**config.mk**
```make
export PLATFORM = sky130hd
export DESIGN_NAME = ipsc_pending
export DESIGN_NICKNAME = d
export VERILOG_FILES = /design/src/ipsc_pkg.sv /design/src/ipsc_pending.sv
export SDC_FILE = /design/constraint.sdc
export NUM_CORES = 1
export LEC_CHECK = 0
export CAP_MARGIN = 20
export CORE_AREA = 2 2 143 145
export DETAILED_ROUTE_END_ITERATION = 10
export DIE_AREA = 0 0 145 147
export DONT_BUFFER_PORTS = 1
export GPL_TIMING_DRIVEN = 0
export PLACE_DENSITY = 0.53
export SLEW_MARGIN = 15
export SYNTH_ARGS = -nofsm -noshare
export SYNTH_HDL_FRONTEND = slang
export SYNTH_SLANG_ARGS = --single-unit
```
**constraint.sdc**
```tcl
create_clock -name aclk -period 2.6 [get_ports aclk]
set_input_delay 0.26 -clock aclk [delete_from_list [all_inputs] [get_ports aclk]]
set_output_delay 0.26 -clock aclk [all_outputs]
set_load 0.05 [all_outputs]
```
**src/ipsc_pkg.sv**
```systemverilog
// Constants, register map and carrier types of the pending set/clear block
package ipsc_pkg;

    // ------------------------------------------------------------
    // Bus and event status widths
    // ------------------------------------------------------------
    localparam int ADDR_W = 8;
    localparam int DATA_W = 32;
    localparam int EVT_W = 3;

    // ------------------------------------------------------------
    // Register byte offsets
    // ------------------------------------------------------------
    localparam logic [ADDR_W-1:0] OFS_SET_WORD1 = 8'h00;
    localparam logic [ADDR_W-1:0] OFS_SET_WORD4 = 8'h04;
    localparam logic [ADDR_W-1:0] OFS_CLR_WORD1 = 8'h08;
    localparam logic [ADDR_W-1:0] OFS_CLR_WORD4 = 8'h0c;
    localparam logic [ADDR_W-1:0] OFS_EVT_STATUS = 8'h10;
    localparam logic [ADDR_W-1:0] OFS_EVT_CLEAR = 8'h14;
    localparam logic [ADDR_W-1:0] OFS_EVT_ENABLE = 8'h18;

    // ------------------------------------------------------------
    // Implemented lines: word 1 holds lines 30..14 and 7..0, word 4 lines 99..98
    // ------------------------------------------------------------
    localparam logic [DATA_W-1:0] LINE_MASK_W1 = 32'h7fffc0ff;
    localparam logic [DATA_W-1:0] LINE_MASK_W4 = 32'h0000000c;

    // ------------------------------------------------------------
    // Event status bit positions and response codes
    // ------------------------------------------------------------
    localparam int EVT_SW_PEND = 0;
    localparam int EVT_HW_PEND = 1;
    localparam int EVT_CLR_BLOCKED = 2;
    localparam logic [1:0] RESP_OKAY = 2'h0;
    localparam logic [1:0] RESP_SLVERR = 2'h2;

    typedef enum logic [2:0] {
        REG_SET1, REG_SET4, REG_CLR1, REG_CLR4,
        REG_EVT_STAT, REG_EVT_CLR, REG_EVT_EN, REG_NONE
    } ipsc_reg_t;

    // One bit per interrupt line of the two covered words
    typedef struct packed {
        logic [DATA_W-1:0] w1;
        logic [DATA_W-1:0] w4;
    } ipsc_lines_t;

    typedef struct packed {
        logic aw_held;
        logic w_held;
        logic [ADDR_W-1:0] waddr;
        logic [DATA_W-1:0] wdata;
        logic [3:0] wstrb;
        logic bvalid;
        logic [1:0] bresp;
        logic rvalid;
        logic [DATA_W-1:0] rdata;
        logic [1:0] rresp;
        ipsc_lines_t pend;
        logic [EVT_W-1:0] evt_stat;
        logic [EVT_W-1:0] evt_en;
        logic irq;
    } ipsc_state_t;

    localparam ipsc_state_t STATE_RST = '0;

endpackage

```
**src/ipsc_pending.sv**
```systemverilog
// Interrupt pending set/clear words with AXI4-Lite register slave
//
// Notes on behaviour
// A one written to bit 2 or 3 of set word 4 makes line 98 or 99 pending.
// A set write of one leaves a line that is already pending or disabled unchanged.
// A zero written to any set or clear bit changes nothing.
// Reading a set or clear bit returns the line's live pending state.
// A one written to the matching clear bit removes the pending state of that line.
// Bits 30..14 of clear word 1 map to lines 30..14 and a one clears them.
// A clear write of one does nothing to a line whose handler is being serviced.
// Set and clear words read back the same pending vector.
module ipsc_pending
    import ipsc_pkg::*;
(
    input wire logic aclk,
    input wire logic aresetn,
    input wire logic aclken,
    input wire logic [ADDR_W-1:0] s_axi_awaddr,
    input wire logic [2:0] s_axi_awprot,
    input wire logic s_axi_awvalid,
    output logic s_axi_awready,
    input wire logic [DATA_W-1:0] s_axi_wdata,
    input wire logic [3:0] s_axi_wstrb,
    input wire logic s_axi_wvalid,
    output logic s_axi_wready,
    output logic [1:0] s_axi_bresp,
    output logic s_axi_bvalid,
    input wire logic s_axi_bready,
    input wire logic [ADDR_W-1:0] s_axi_araddr,
    input wire logic [2:0] s_axi_arprot,
    input wire logic s_axi_arvalid,
    output logic s_axi_arready,
    output logic [DATA_W-1:0] s_axi_rdata,
    output logic [1:0] s_axi_rresp,
    output logic s_axi_rvalid,
    input wire logic s_axi_rready,
    input wire ipsc_lines_t line_event,
    input wire ipsc_lines_t line_enable,
    input wire ipsc_lines_t line_active,
    output ipsc_lines_t pend_lines,
    output logic irq
);

    // ------------------------------------------------------------
    // Address decode
    // ------------------------------------------------------------
    function automatic ipsc_reg_t reg_decode(input logic [ADDR_W-1:0] a);
        ipsc_reg_t r;
        r = REG_NONE;
        unique case (a)
            OFS_SET_WORD1: r = REG_SET1;
            OFS_SET_WORD4: r = REG_SET4;
            OFS_CLR_WORD1: r = REG_CLR1;
            OFS_CLR_WORD4: r = REG_CLR4;
            OFS_EVT_STATUS: r = REG_EVT_STAT;
            OFS_EVT_CLEAR: r = REG_EVT_CLR;
            OFS_EVT_ENABLE: r = REG_EVT_EN;
            default: r = REG_NONE;
        endcase
        return r;
    endfunction

    ipsc_state_t q;
    ipsc_state_t d;
    logic wr_go;
    ipsc_reg_t wr_reg;
    ipsc_reg_t rd_reg;
    logic [DATA_W-1:0] byte_mask;
    logic [DATA_W-1:0] wbits;
    ipsc_lines_t set_req;
    ipsc_lines_t clr_req;
    ipsc_lines_t hw_new;
    ipsc_lines_t set_ok;
    ipsc_lines_t clr_ok;
    ipsc_lines_t clr_blk;
    logic [EVT_W-1:0] evt_new;

    // ------------------------------------------------------------
    // Handshakes, held off while the clock enable is low
    // ------------------------------------------------------------
    assign s_axi_awready = aclken && !q.aw_held && !q.bvalid;
    assign s_axi_wready = aclken && !q.w_held && !q.bvalid;
    assign s_axi_arready = aclken && !q.rvalid;
    assign s_axi_bvalid = q.bvalid;
    assign s_axi_bresp = q.bresp;
    assign s_axi_rvalid = q.rvalid;
    assign s_axi_rdata = q.rdata;
    assign s_axi_rresp = q.rresp;
    assign pend_lines = q.pend;
    assign irq = q.irq;

    assign wr_go = aclken && q.aw_held && q.w_held && !q.bvalid;
    assign wr_reg = reg_decode(q.waddr);
    assign rd_reg = reg_decode(s_axi_araddr);

    // ------------------------------------------------------------
    // Byte lanes of the held write
    // ------------------------------------------------------------
    genvar g;
    generate
        for (g = 0; g < 4; g++) begin : g_lane
            assign byte_mask[8*g +: 8] = {8{q.wstrb[g]}};
        end
    endgenerate
    // zeros carry no request
    assign wbits = q.wdata & byte_mask;

    // ------------------------------------------------------------
    // Pending update
    // ------------------------------------------------------------
    always_comb begin
        set_req = '0;
        clr_req = '0;
        if (wr_go) begin
            // set word 4 covers lines 99..98
            if (wr_reg == REG_SET4) begin
                set_req.w4 = wbits & LINE_MASK_W4;
            end
            if (wr_reg == REG_SET1) begin
                set_req.w1 = wbits & LINE_MASK_W1;
            end
            // clear word 1 bits map to same line numbers
            if (wr_reg == REG_CLR1) begin
                clr_req.w1 = wbits & LINE_MASK_W1;
            end
            if (wr_reg == REG_CLR4) begin
                clr_req.w4 = wbits & LINE_MASK_W4;
            end
        end
        hw_new.w1 = line_event.w1 & LINE_MASK_W1;
        hw_new.w4 = line_event.w4 & LINE_MASK_W4;
        // only enabled lines not yet pending
        set_ok.w1 = set_req.w1 & line_enable.w1 & ~q.pend.w1;
        set_ok.w4 = set_req.w4 & line_enable.w4 & ~q.pend.w4;
        // serviced lines keep state; new events win over clears
        clr_ok.w1 = clr_req.w1 & ~line_active.w1 & ~hw_new.w1;
        clr_ok.w4 = clr_req.w4 & ~line_active.w4 & ~hw_new.w4;
        clr_blk.w1 = clr_req.w1 & line_active.w1 & q.pend.w1;
        clr_blk.w4 = clr_req.w4 & line_active.w4 & q.pend.w4;
        evt_new = '0;
        evt_new[EVT_SW_PEND] = |{set_ok.w1, set_ok.w4};
        evt_new[EVT_HW_PEND] = |{hw_new.w1 & ~q.pend.w1, hw_new.w4 & ~q.pend.w4};
        evt_new[EVT_CLR_BLOCKED] = |{clr_blk.w1, clr_blk.w4};
    end

    // ------------------------------------------------------------
    // Next state
    // ------------------------------------------------------------
    always_comb begin
        d = q;
        // clear removes the pending state
        d.pend.w1 = (q.pend.w1 | hw_new.w1 | set_ok.w1) & ~clr_ok.w1;
        d.pend.w4 = (q.pend.w4 | hw_new.w4 | set_ok.w4) & ~clr_ok.w4;
        if (s_axi_awvalid && s_axi_awready) begin
            d.aw_held = 1'b1;
            d.waddr = s_axi_awaddr;
        end
        if (s_axi_wvalid && s_axi_wready) begin
            d.w_held = 1'b1;
            d.wdata = s_axi_wdata;
            d.wstrb = s_axi_wstrb;
        end
        d.evt_stat = q.evt_stat;
        if (wr_go) begin
            d.aw_held = 1'b0;
            d.w_held = 1'b0;
            d.bvalid = 1'b1;
            d.bresp = (wr_reg == REG_NONE) ? RESP_SLVERR : RESP_OKAY;
            if (wr_reg == REG_EVT_CLR) begin
                d.evt_stat = q.evt_stat & ~wbits[EVT_W-1:0];
            end
            if (wr_reg == REG_EVT_EN) begin
                d.evt_en = wbits[EVT_W-1:0];
            end
        end
        // New events win over a same-cycle clear
        d.evt_stat = d.evt_stat | evt_new;
        if (q.bvalid && s_axi_bready) begin
            d.bvalid = 1'b0;
        end
        if (q.rvalid && s_axi_rready) begin
            d.rvalid = 1'b0;
        end
        if (s_axi_arvalid && s_axi_arready) begin
            d.rvalid = 1'b1;
            d.rresp = RESP_OKAY;
            d.rdata = '0;
            unique case (rd_reg)
                // live pending state; R8 - set and clear words agree
                REG_SET1, REG_CLR1: d.rdata = q.pend.w1;
                REG_SET4, REG_CLR4: d.rdata = q.pend.w4;
                REG_EVT_STAT: d.rdata[EVT_W-1:0] = q.evt_stat;
                REG_EVT_EN: d.rdata[EVT_W-1:0] = q.evt_en;
                REG_EVT_CLR: d.rdata = '0;
                REG_NONE: d.rresp = RESP_SLVERR;
            endcase
        end
        d.irq = |(d.evt_stat & d.evt_en);
        if (!aclken) begin
            d = q;
        end
    end

    always_ff @(posedge aclk) begin
        if (!aresetn) begin
            q <= STATE_RST;
        end else begin
            q <= d;
        end
    end
endmodule

```
==> impl_metrics.env, run 1 <==
export IMPL_clk_insertion_delay_late_ps=360
export IMPL_cts_sinks=102
export IMPL_placementRows=52
export IMPL_firstDrtPassIters=5
export IMPL_drv_cap=0
export IMPL_cts_clk_slew_worst_paths_ps=80
export IMPL_n_antenna_cell=0
export IMPL_met3_usage=0.0652
export IMPL_power_mw=4.08
export IMPL_gr_total_overflow=0
export IMPL_cts_hold_fix_buffers=0
export IMPL_finalSetupViolations=0
export IMPL_routed_wl_um=22600
export IMPL_async_flop_share=0
export IMPL_fin_crit_ps=2430
export IMPL_grt_setup_unrepaired="false"
export IMPL_slew_headroom=0.295
export IMPL_grt_busiest_layer="met2"
export IMPL_grt_max_degree=17
export IMPL_synth_top_family_by_area="simple AND/OR/NAND/NOR gates"
export IMPL_ys_types=61
export IMPL_fin_crit_sh=0.935
export IMPL_drive_above_1_share=0.177
export IMPL_fin_skew_ps=11.9
export IMPL_synth_cells=793
export IMPL_cts_tree="yes"
export IMPL_muxShareOfSynthArea=0.00981
export IMPL_max_slew_worst_pin_slew_ps=1050
export IMPL_powerDensity_mw_per_mm2=582
export IMPL_synth_compound_area_frac=0.228
export IMPL_root_buffer="clkbuf_16"
export IMPL_initial_core_util=0.309
export IMPL_area_growth_pct=14.3
export IMPL_yosysTopAreaCell="dfxtp_1"
export IMPL_die_h_um=147
export IMPL_die_x_um=145
export IMPL_power_leakage_nw=2.80
export IMPL_critPathRequiredTime_ps=2840
export IMPL_vias=5637
export IMPL_drv_slew=0
export IMPL_synth_xor_area_share=0
export IMPL_syn_mean_instance_area_um2=7.72
export IMPL_fillers=2155
export IMPL_rrSetupSlack_ps=170
export IMPL_yosys_most_used_dff="dfxtp_1"
export IMPL_first_iter_violations=403
export IMPL_crit_type="reg -> reg"
export IMPL_seq_area_frac_synth=0.333
export IMPL_hp_start="s_axi_wdata[17]"
export IMPL_rr_endpoint="irq"
export IMPL_yosys_top_cells_count="121 x nand2_1, 102 x dfxtp_1, 100 x buf_4, 44 x nor2_1, 40 x a31oi_1"
export IMPL_dieArea_mm2=0.0213
export IMPL_io_pins=364
export IMPL_cts_buffers=9
export IMPL_fmax_ghz=0.411
export IMPL_hold_path_cell_count=2
export IMPL_synth_fa_ha_area_frac=0
export IMPL_gp_congestion=0.942
export IMPL_ant_nets=0
export IMPL_synth_top_cell_area_share=0.333
export IMPL_grt_pass1_wl_um=33500
export IMPL_reg2reg_depth=7
export IMPL_htreeDepth=3
export IMPL_drc_errors=0
export IMPL_synth_edf_count=0
export IMPL_setup_ws_ps=169
export IMPL_synth_area_leaders="dfxtp_1 33%, buf_4 12%, nand2_1 7.4%"
export IMPL_synth_simple_area_share=0.254
export IMPL_post_cts_buffers=0
export IMPL_path_max_fanout=10
export IMPL_hold_violations=0
export IMPL_hold_end="q[130]"
export IMPL_use_met1=0.271
export IMPL_clockBufferDepth=2
export IMPL_avgRoutedWirePerCell_um=20.1
export IMPL_vias_per_cell=5.02
export IMPL_holdCritPathClass="in -> reg"
export IMPL_yosys_warnings=0
export IMPL_cts_resized=6
export IMPL_track_usage=0.209
export IMPL_fp_coreArea_mm2=0.0198
export IMPL_syn_area_mm2=0.00612
export IMPL_final_nets=1107
export IMPL_tns_ps=0
export IMPL_synth_seq_cells=102
export IMPL_ir_drop_v=0.000301
export IMPL_arrival_ps=2670
export IMPL_port_buffers=0
export IMPL_place_worst_setup_slack_ps=-668
export IMPL_grt_pass1_vias=5326
export IMPL_r2r_start="s_axi_bvalid"
export IMPL_synth_most_common_cell="nand2_1"
export IMPL_met2_usage=0.329
export IMPL_startpoint_type="register"
export IMPL_cp_end_kind="register"
export IMPL_antenna_found_initial=0
export IMPL_dp_hpwl_um=18300
export IMPL_outcome="completed"
logic make-up after synthesis:
logic type	Yosys count
AND/OR/NAND/NOR	294
AO/OA/AOI/OAI	216
buffers and inverters	174
flip-flops	102
multiplexers	6
other	1
cells in the final DEF, fill, tap and decap left out, types with 4 or more instances in the layout:
cell type,n
nor3_1,6
nor2_1,43
a21boi_0,38
o41ai_1,5
a22oi_1,23
buf_4,100
nor2b_1,27
nand3b_1,4
dfxtp_1,100
nand2_1,120
nor4_4,6
nor4_1,4
and3_1,5
conb_1,46
a21oi_1,34
a31oi_1,40
clkbuf_1,27
nand2b_1,9
o22ai_1,15
nand3_1,22
o31ai_1,4
clkbuf_16,9
inv_1,38
nand4_1,13
clkbuf_8,4
o21ai_0,39
and2_1,7
mux2i_1,6
where the power goes:
part | switching, mW | internal, mW | leakage [nW]
clock network | 0.656 | 0.898 | 0.162
logic | 0.538 | 0.229 | 1.80
registers | 0.126 | 1.63 | 0.835
total | 1.32 | 2.76 | 2.80
area by class of cell:
type | instances | area (um2) | area share
multi-input combinational | 562 | 3210 | 0.459
buffer | 136 | 928 | 0.133
clock inverter | 5 | 81.3 | 0.0116
tap | 270 | 338 | 0.0483
inverter | 38 | 143 | 0.0204
clock buffer | 11 | 253 | 0.0361
sequential | 102 | 2040 | 0.292
per-layer routing:
layer | vias up | wire length, um
met5 | - | 0
met4 | 0 | 634
met3 | 37 | 1970
met2 | 240 | 10000
met1 | 2600 | 10000
li1 | 2760 | -
flip-flops by register name, indices dropped and copies added (netlist names):
name and cells:
s_axi_bresp 1, s_axi_bvalid 1, byte_mask 4, irq 1, q 41, pend_lines 27, s_axi_rdata 25, s_axi_rvalid 1
s_axi_rresp 1
stage by stage:
stage                      util  instances  hold WS [ps]  area (um2)
after floorplan               -        838           405        6300
after global routing      0.353       1124          40.5        7000
after global placement    0.334       1108           410        6630
final                     0.353       1124          40.9        7000
after CTS                 0.352       1124          33.5        6990
after detailed placement  0.334       1108           416        6630
how the worst max path moves through the flow:
| stage | start | end | slack, ps | cells after the start |
|---|---|---|---|---|
| 2_1_floorplan | s_axi_rvalid | s_axi_rdata[20] | 70 | 7 |
| 3_3_place_gp | s_axi_rvalid | s_axi_rdata[25] | -650 | 7 |
| 3_5_place_dp | s_axi_rvalid | s_axi_rdata[29] | -670 | 7 |
| 4_1_cts | s_axi_rvalid | s_axi_rdata[25] | 5 | 7 |
| 5_1_grt | s_axi_bvalid | irq | 20 | 7 |
| 6_report | s_axi_bvalid | irq | 170 | 7 |
critical path: stages, from the launching register on:
cell       delay [ps]
dfxtp_2           550
nand4b_2          330
buf_2             400
nor3_1            180
o311ai_0          180
o2111ai_2         230
o31ai_1           320
o211ai_1          120
No activity file was read; power rests on OpenSTA's default activity.
==> run 2: changes to the inputs <==
SETUP_SLACK_MARGIN = 0.2   (was not set)
==> run 2 against run 1 <==
Compared with the run above: wire length fell by 1.3%; worst setup slack better by 88 ps; utilization increased by 0.069 points; clock-buffer cell count grew 1; highest routed layer unchanged; first-iteration DRC count increased by 15%.
==> impl_metrics.env, run 2 (synthesized netlist as in run 1, its figures left out) <==
export IMPL_first_iter_violations=465
export IMPL_power_mw=3.92
export IMPL_clk_insertion_delay_late_ps=360
export IMPL_final_nets=1110
export IMPL_hold_end="q[139]"
export IMPL_reg2reg_depth=7
export IMPL_gp_congestion=0.908
export IMPL_place_worst_setup_slack_ps=-579
export IMPL_slew_headroom=0.522
export IMPL_startpoint="q[147]"
export IMPL_final_cell_mix="120 x nand2_1, 105 x buf_4, 100 x dfxtp_1"
export IMPL_largest_register="q"
export IMPL_clockBufferDepth=2
export IMPL_avgRoutedWirePerCell_um=19.8
export IMPL_grt_setup_unrepaired="false"
export IMPL_crit_chain="buf_6 -> or4_4 -> buf_6 -> or4_4 -> o2111ai_2 -> o31ai_1 -> o211ai_1"
export IMPL_largest_reg_flops=41
export IMPL_cts_tree="yes"
export IMPL_hold_violations=0
export IMPL_fin_crit_ps=2340
export IMPL_placementRows=52
export IMPL_cp_slowest_cell="or4_4"
export IMPL_cp_num_buf_inv=2
export IMPL_fin_skew_ps=6.43
export IMPL_drc_errors=0
export IMPL_internal_power_mw=2.63
export IMPL_cts_clk_slew_worst_paths_ps=70
export IMPL_initial_core_util=0.309
export IMPL_critPathRequiredTime_ps=2890
export IMPL_hold_slack_ps=38.5
export IMPL_hp_start="s_axi_wdata[26]"
export IMPL_dieArea_mm2=0.0213
export IMPL_track_usage=0.205
export IMPL_vias=5633
export IMPL_rrSetupSlack_ps=260
export IMPL_hold_path_cell_count=2
export IMPL_finalSetupViolations=0
export IMPL_cts_buffers=9
export IMPL_root_buffer="clkbuf_16"
export IMPL_max_slew_worst_pin_slew_ps=717
export IMPL_critPathTopFamily="simple AND/OR/NAND/NOR gates"
export IMPL_io_pins=364
export IMPL_crit_type="reg -> reg"
export IMPL_die_h_um=147
export IMPL_vias_per_cell=5.00
export IMPL_port_buffers=0
export IMPL_seqPwrFrac=0.448
export IMPL_firstDrtPassIters=5
export IMPL_powerDensity_mw_per_mm2=559
export IMPL_fmax_ghz=0.427
export IMPL_fin_crit_sh=0.901
export IMPL_cp_end_kind="register"
export IMPL_htreeDepth=3
export IMPL_gr_total_overflow=0
export IMPL_routed_wl_um=22400
export IMPL_arrival_ps=2630
export IMPL_ant_nets=0
export IMPL_r2r_start="q[147]"
export IMPL_power_leakage_nw=2.81
export IMPL_grt_pass1_wl_um=32700
export IMPL_dp_hpwl_um=18000
export IMPL_sw_frac_of_total=0.329
export IMPL_p_clk_frac=0.356
export IMPL_area_growth_pct=14.5
export IMPL_setup_ws_ps=256
export IMPL_outcome="completed"
export IMPL_layout_commonest_cell="nand2_1"
export IMPL_drv_cap=0
export IMPL_combinationalPowerShare=0.196
export IMPL_cts_sinks=102
export IMPL_antenna_found_initial=1
export IMPL_holdCritPathClass="in -> reg"
export IMPL_n_antenna_cell=0
export IMPL_p_sw_mw=1.29
export IMPL_die_x_um=145
export IMPL_path_depth=7
export IMPL_rr_endpoint="irq"
export IMPL_grt_max_degree=16
export IMPL_fp_coreArea_mm2=0.0198
export IMPL_critPathMaxStageDelay_ps=560
export IMPL_startpoint_type="register"
export IMPL_drv_slew=0
export IMPL_tns_ps=0
export IMPL_path_max_fanout=10
export IMPL_ir_drop_v=0.000260
export IMPL_drive_above_1_share=0.180
export IMPL_grt_pass1_vias=5251
[run 2: metrics by stage]
stage               utilization  area, um2  std cells
finish                    0.353       7010       1126
detailed placement        0.335       6640       1108
global placement          0.335       6640       1108
floorplan                     -       6300        838
CTS                       0.351       6970       1123
global route              0.353       7010       1126
[run 2: routing by layer]
layer,wire length [um],track usage
met1,9730,0.267
met2,9570,0.308
met3,2090,0.0637
met4,951,0.103
met5,0,0
[run 2: worst max-delay path by stage]
stage,to,slack (ps)
finish,irq,260
global route,irq,210
CTS,s_axi_rdata[24],220
detailed placement,s_axi_rdata[24],-580
global placement,s_axi_rdata[28],-530
floorplan,s_axi_rdata[20],280
[run 2: layout make-up]
class / count / area [um2]
buffer: 136 / 935
clock buffer: 12 / 246
clock inverter: 3 / 45.0
fill: 2150 / 12800
inverter: 38 / 143
multi-input combinational: 562 / 3240
sequential: 102 / 2040
tap: 270 / 338
timing repair buffer: 3 / 22.5
[run 2: repair_timing]
action                     CTS  global route
pin swaps                    1             3
hold endpoints to repair     0             0
hold buffers                 0             0
setup buffers                0             3
setup endpoints to repair   66            31
gates resized for setup     11             7
[run 2: power groups by stage]
stage	clock [mW]	combinational (mW)	sequential (mW)
after CTS	1.42	0.766	1.75
after global routing	1.48	0.824	1.77
after detailed placement	0	0.761	1.79
after floorplan	0	0.660	1.74
final	1.39	0.769	1.76
after global placement	0	0.756	1.79
==> run 3: changes to the inputs <==
PLACE_DENSITY = 0.45   (was 0.53)
==> run 3 against run 2 <==
Compared with the run above: sequential share of layout area decreased by 0.35 points; final cell count rose by 0.36%; clock-buffer cell count did not move; sequential power hardly changed; flip-flop and latch count stayed put; critical path type unchanged; highest routed layer is now met5.
==> impl_metrics.env, run 3 (synthesized netlist as in run 1, its figures left out) <==
export IMPL_initial_core_util=0.309
export IMPL_vias_per_cell=4.93
export IMPL_final_cell_mix="120 x nand2_1, 107 x buf_4, 100 x dfxtp_1"
export IMPL_vias=5571
export IMPL_largest_reg_flops=41
export IMPL_n_antenna_cell=0
export IMPL_path_common_cell="buf_6"
export IMPL_first_iter_violations=361
export IMPL_hold_violations=0
export IMPL_startpoint="q[147]"
export IMPL_reg2reg_depth=8
export IMPL_gp_congestion=0.849
export IMPL_area_growth_pct=15.9
export IMPL_critPathTopFamily="simple AND/OR/NAND/NOR gates"
export IMPL_track_usage=0.214
export IMPL_grt_max_degree=17
export IMPL_fillers=2157
export IMPL_dieArea_mm2=0.0213
export IMPL_crit_type="reg -> reg"
export IMPL_cp_num_buf_inv=2
export IMPL_routed_wl_um=23000
export IMPL_path_max_fanout=10
export IMPL_io_pins=364
export IMPL_drive_above_1_share=0.187
export IMPL_fp_coreArea_mm2=0.0198
export IMPL_cts_sinks=102
export IMPL_dp_hpwl_um=18600
export IMPL_slew_headroom=0.527
export IMPL_layout_commonest_cell="nand2_1"
export IMPL_final_nets=1113
export IMPL_drv_cap=0
export IMPL_htreeDepth=3
export IMPL_place_area_mm2=0.00664
export IMPL_die_h_um=147
export IMPL_powerDensity_mw_per_mm2=577
export IMPL_ir_drop_v=0.000354
export IMPL_holdCritPathClass="in -> reg"
export IMPL_drc_errors=0
export IMPL_critPathMaxStageDelay_ps=560
export IMPL_die_x_um=145
export IMPL_hp_start="s_axi_awaddr[3]"
export IMPL_gr_total_overflow=0
export IMPL_antenna_found_initial=1
export IMPL_clockBufferDepth=2
export IMPL_arrival_ps=2620
export IMPL_rr_endpoint="irq"
export IMPL_grt_pass1_vias=5428
export IMPL_fin_skew_ps=9.90
export IMPL_cp_slowest_cell="or4_4"
export IMPL_crit_chain="buf_6 -> or4_4 -> buf_6 -> nor3_2 -> o311ai_0 -> o2111ai_4 -> o31ai_1 -> o211ai_1"
export IMPL_r2r_start="q[147]"
export IMPL_seq_area_mm2=0.00204
export IMPL_avgRoutedWirePerCell_um=20.4
export IMPL_critPathRequiredTime_ps=2890
export IMPL_max_slew_worst_pin_slew_ps=700
export IMPL_fin_util=0.358
export IMPL_cts_tree="yes"
export IMPL_startpoint_type="register"
export IMPL_clk_insertion_delay_late_ps=360
export IMPL_power_leakage_nw=2.86
export IMPL_outcome="completed"
export IMPL_ant_nets=0
export IMPL_finalInstanceArea_mm2=0.00710
export IMPL_cts_clk_slew_worst_paths_ps=80
export IMPL_fmax_ghz=0.429
export IMPL_path_depth=8
export IMPL_grt_pass1_wl_um=34000
export IMPL_fin_crit_ps=2330
export IMPL_largest_register="q"
export IMPL_root_buffer="clkbuf_16"
export IMPL_finalSetupViolations=0
export IMPL_cts_buffers=9
export IMPL_rrSetupSlack_ps=270
export IMPL_crit_end="irq"
export IMPL_cts_hold_fix_buffers=0
export IMPL_cp_end_kind="register"
export IMPL_multi_input_area_mm2=0.00326
export IMPL_firstDrtPassIters=5
export IMPL_drv_slew=0
export IMPL_grt_setup_unrepaired="false"
export IMPL_fin_crit_sh=0.896
export IMPL_port_buffers=0
export IMPL_placementRows=52
[run 3: how the worst min path moves through the flow]
stage                     endpoint  slack, ps  cells after the start
after floorplan             q[145]        400                      2
after global placement      q[136]        410                      2
after detailed placement    q[138]        420                      2
after CTS                   q[148]         30                      2
after global routing        q[148]         30                      2
final                       q[148]         30                      2
[run 3: final cells by class]
cell class | instances | area share
multi-input combinational | 562 | 0.459
timing repair buffer | 6 | 0.00635
tap | 270 | 0.0476
inverter | 38 | 0.0201
clock inverter | 4 | 0.0109
sequential | 102 | 0.288
buffer | 136 | 0.132
clock buffer | 12 | 0.0361
[run 3: metrics by stage]
step | setup TNS [ps] | worst slack (ps) | hold slack, ps | power [mW] | instances
3_3_place_gp | -7510 | -444 | 412 | 2.55 | 1108
3_5_place_dp | -7800 | -435 | 415 | 2.56 | 1108
5_1_grt | 0 | 194 | 34.7 | 4.26 | 1130
6_report | 0 | 271 | 32.8 | 4.09 | 1130
2_1_floorplan | 0 | 280 | 405 | 2.40 | 838
4_1_cts | 0 | 209 | 26.9 | 4.12 | 1126
[run 3: report_power, final]
| group | switching, mW | internal, mW |
|---|---|---|
| Combinational | 0.540 | 0.232 |
| Sequential | 0.130 | 1.63 |
| Clock | 0.658 | 0.904 |
| Total | 1.33 | 2.77 |
[run 3: what timing repair did]
item / in CTS / in global routing
buffers inserted: 2 / 4
pin swaps: 1 / 4
setup endpoints to repair: 74 / 47
gates resized for setup: 11 / 9
gates cloned: 0 / 0
[run 3: routing by layer]
metal,vias to the layer above,track usage,routed length [um]
met2,224,0.331,10100
met5,-,0,10
met1,2551,0.285,10500
li1,2765,-,-
met4,2,0.0708,565
met3,29,0.0668,1860
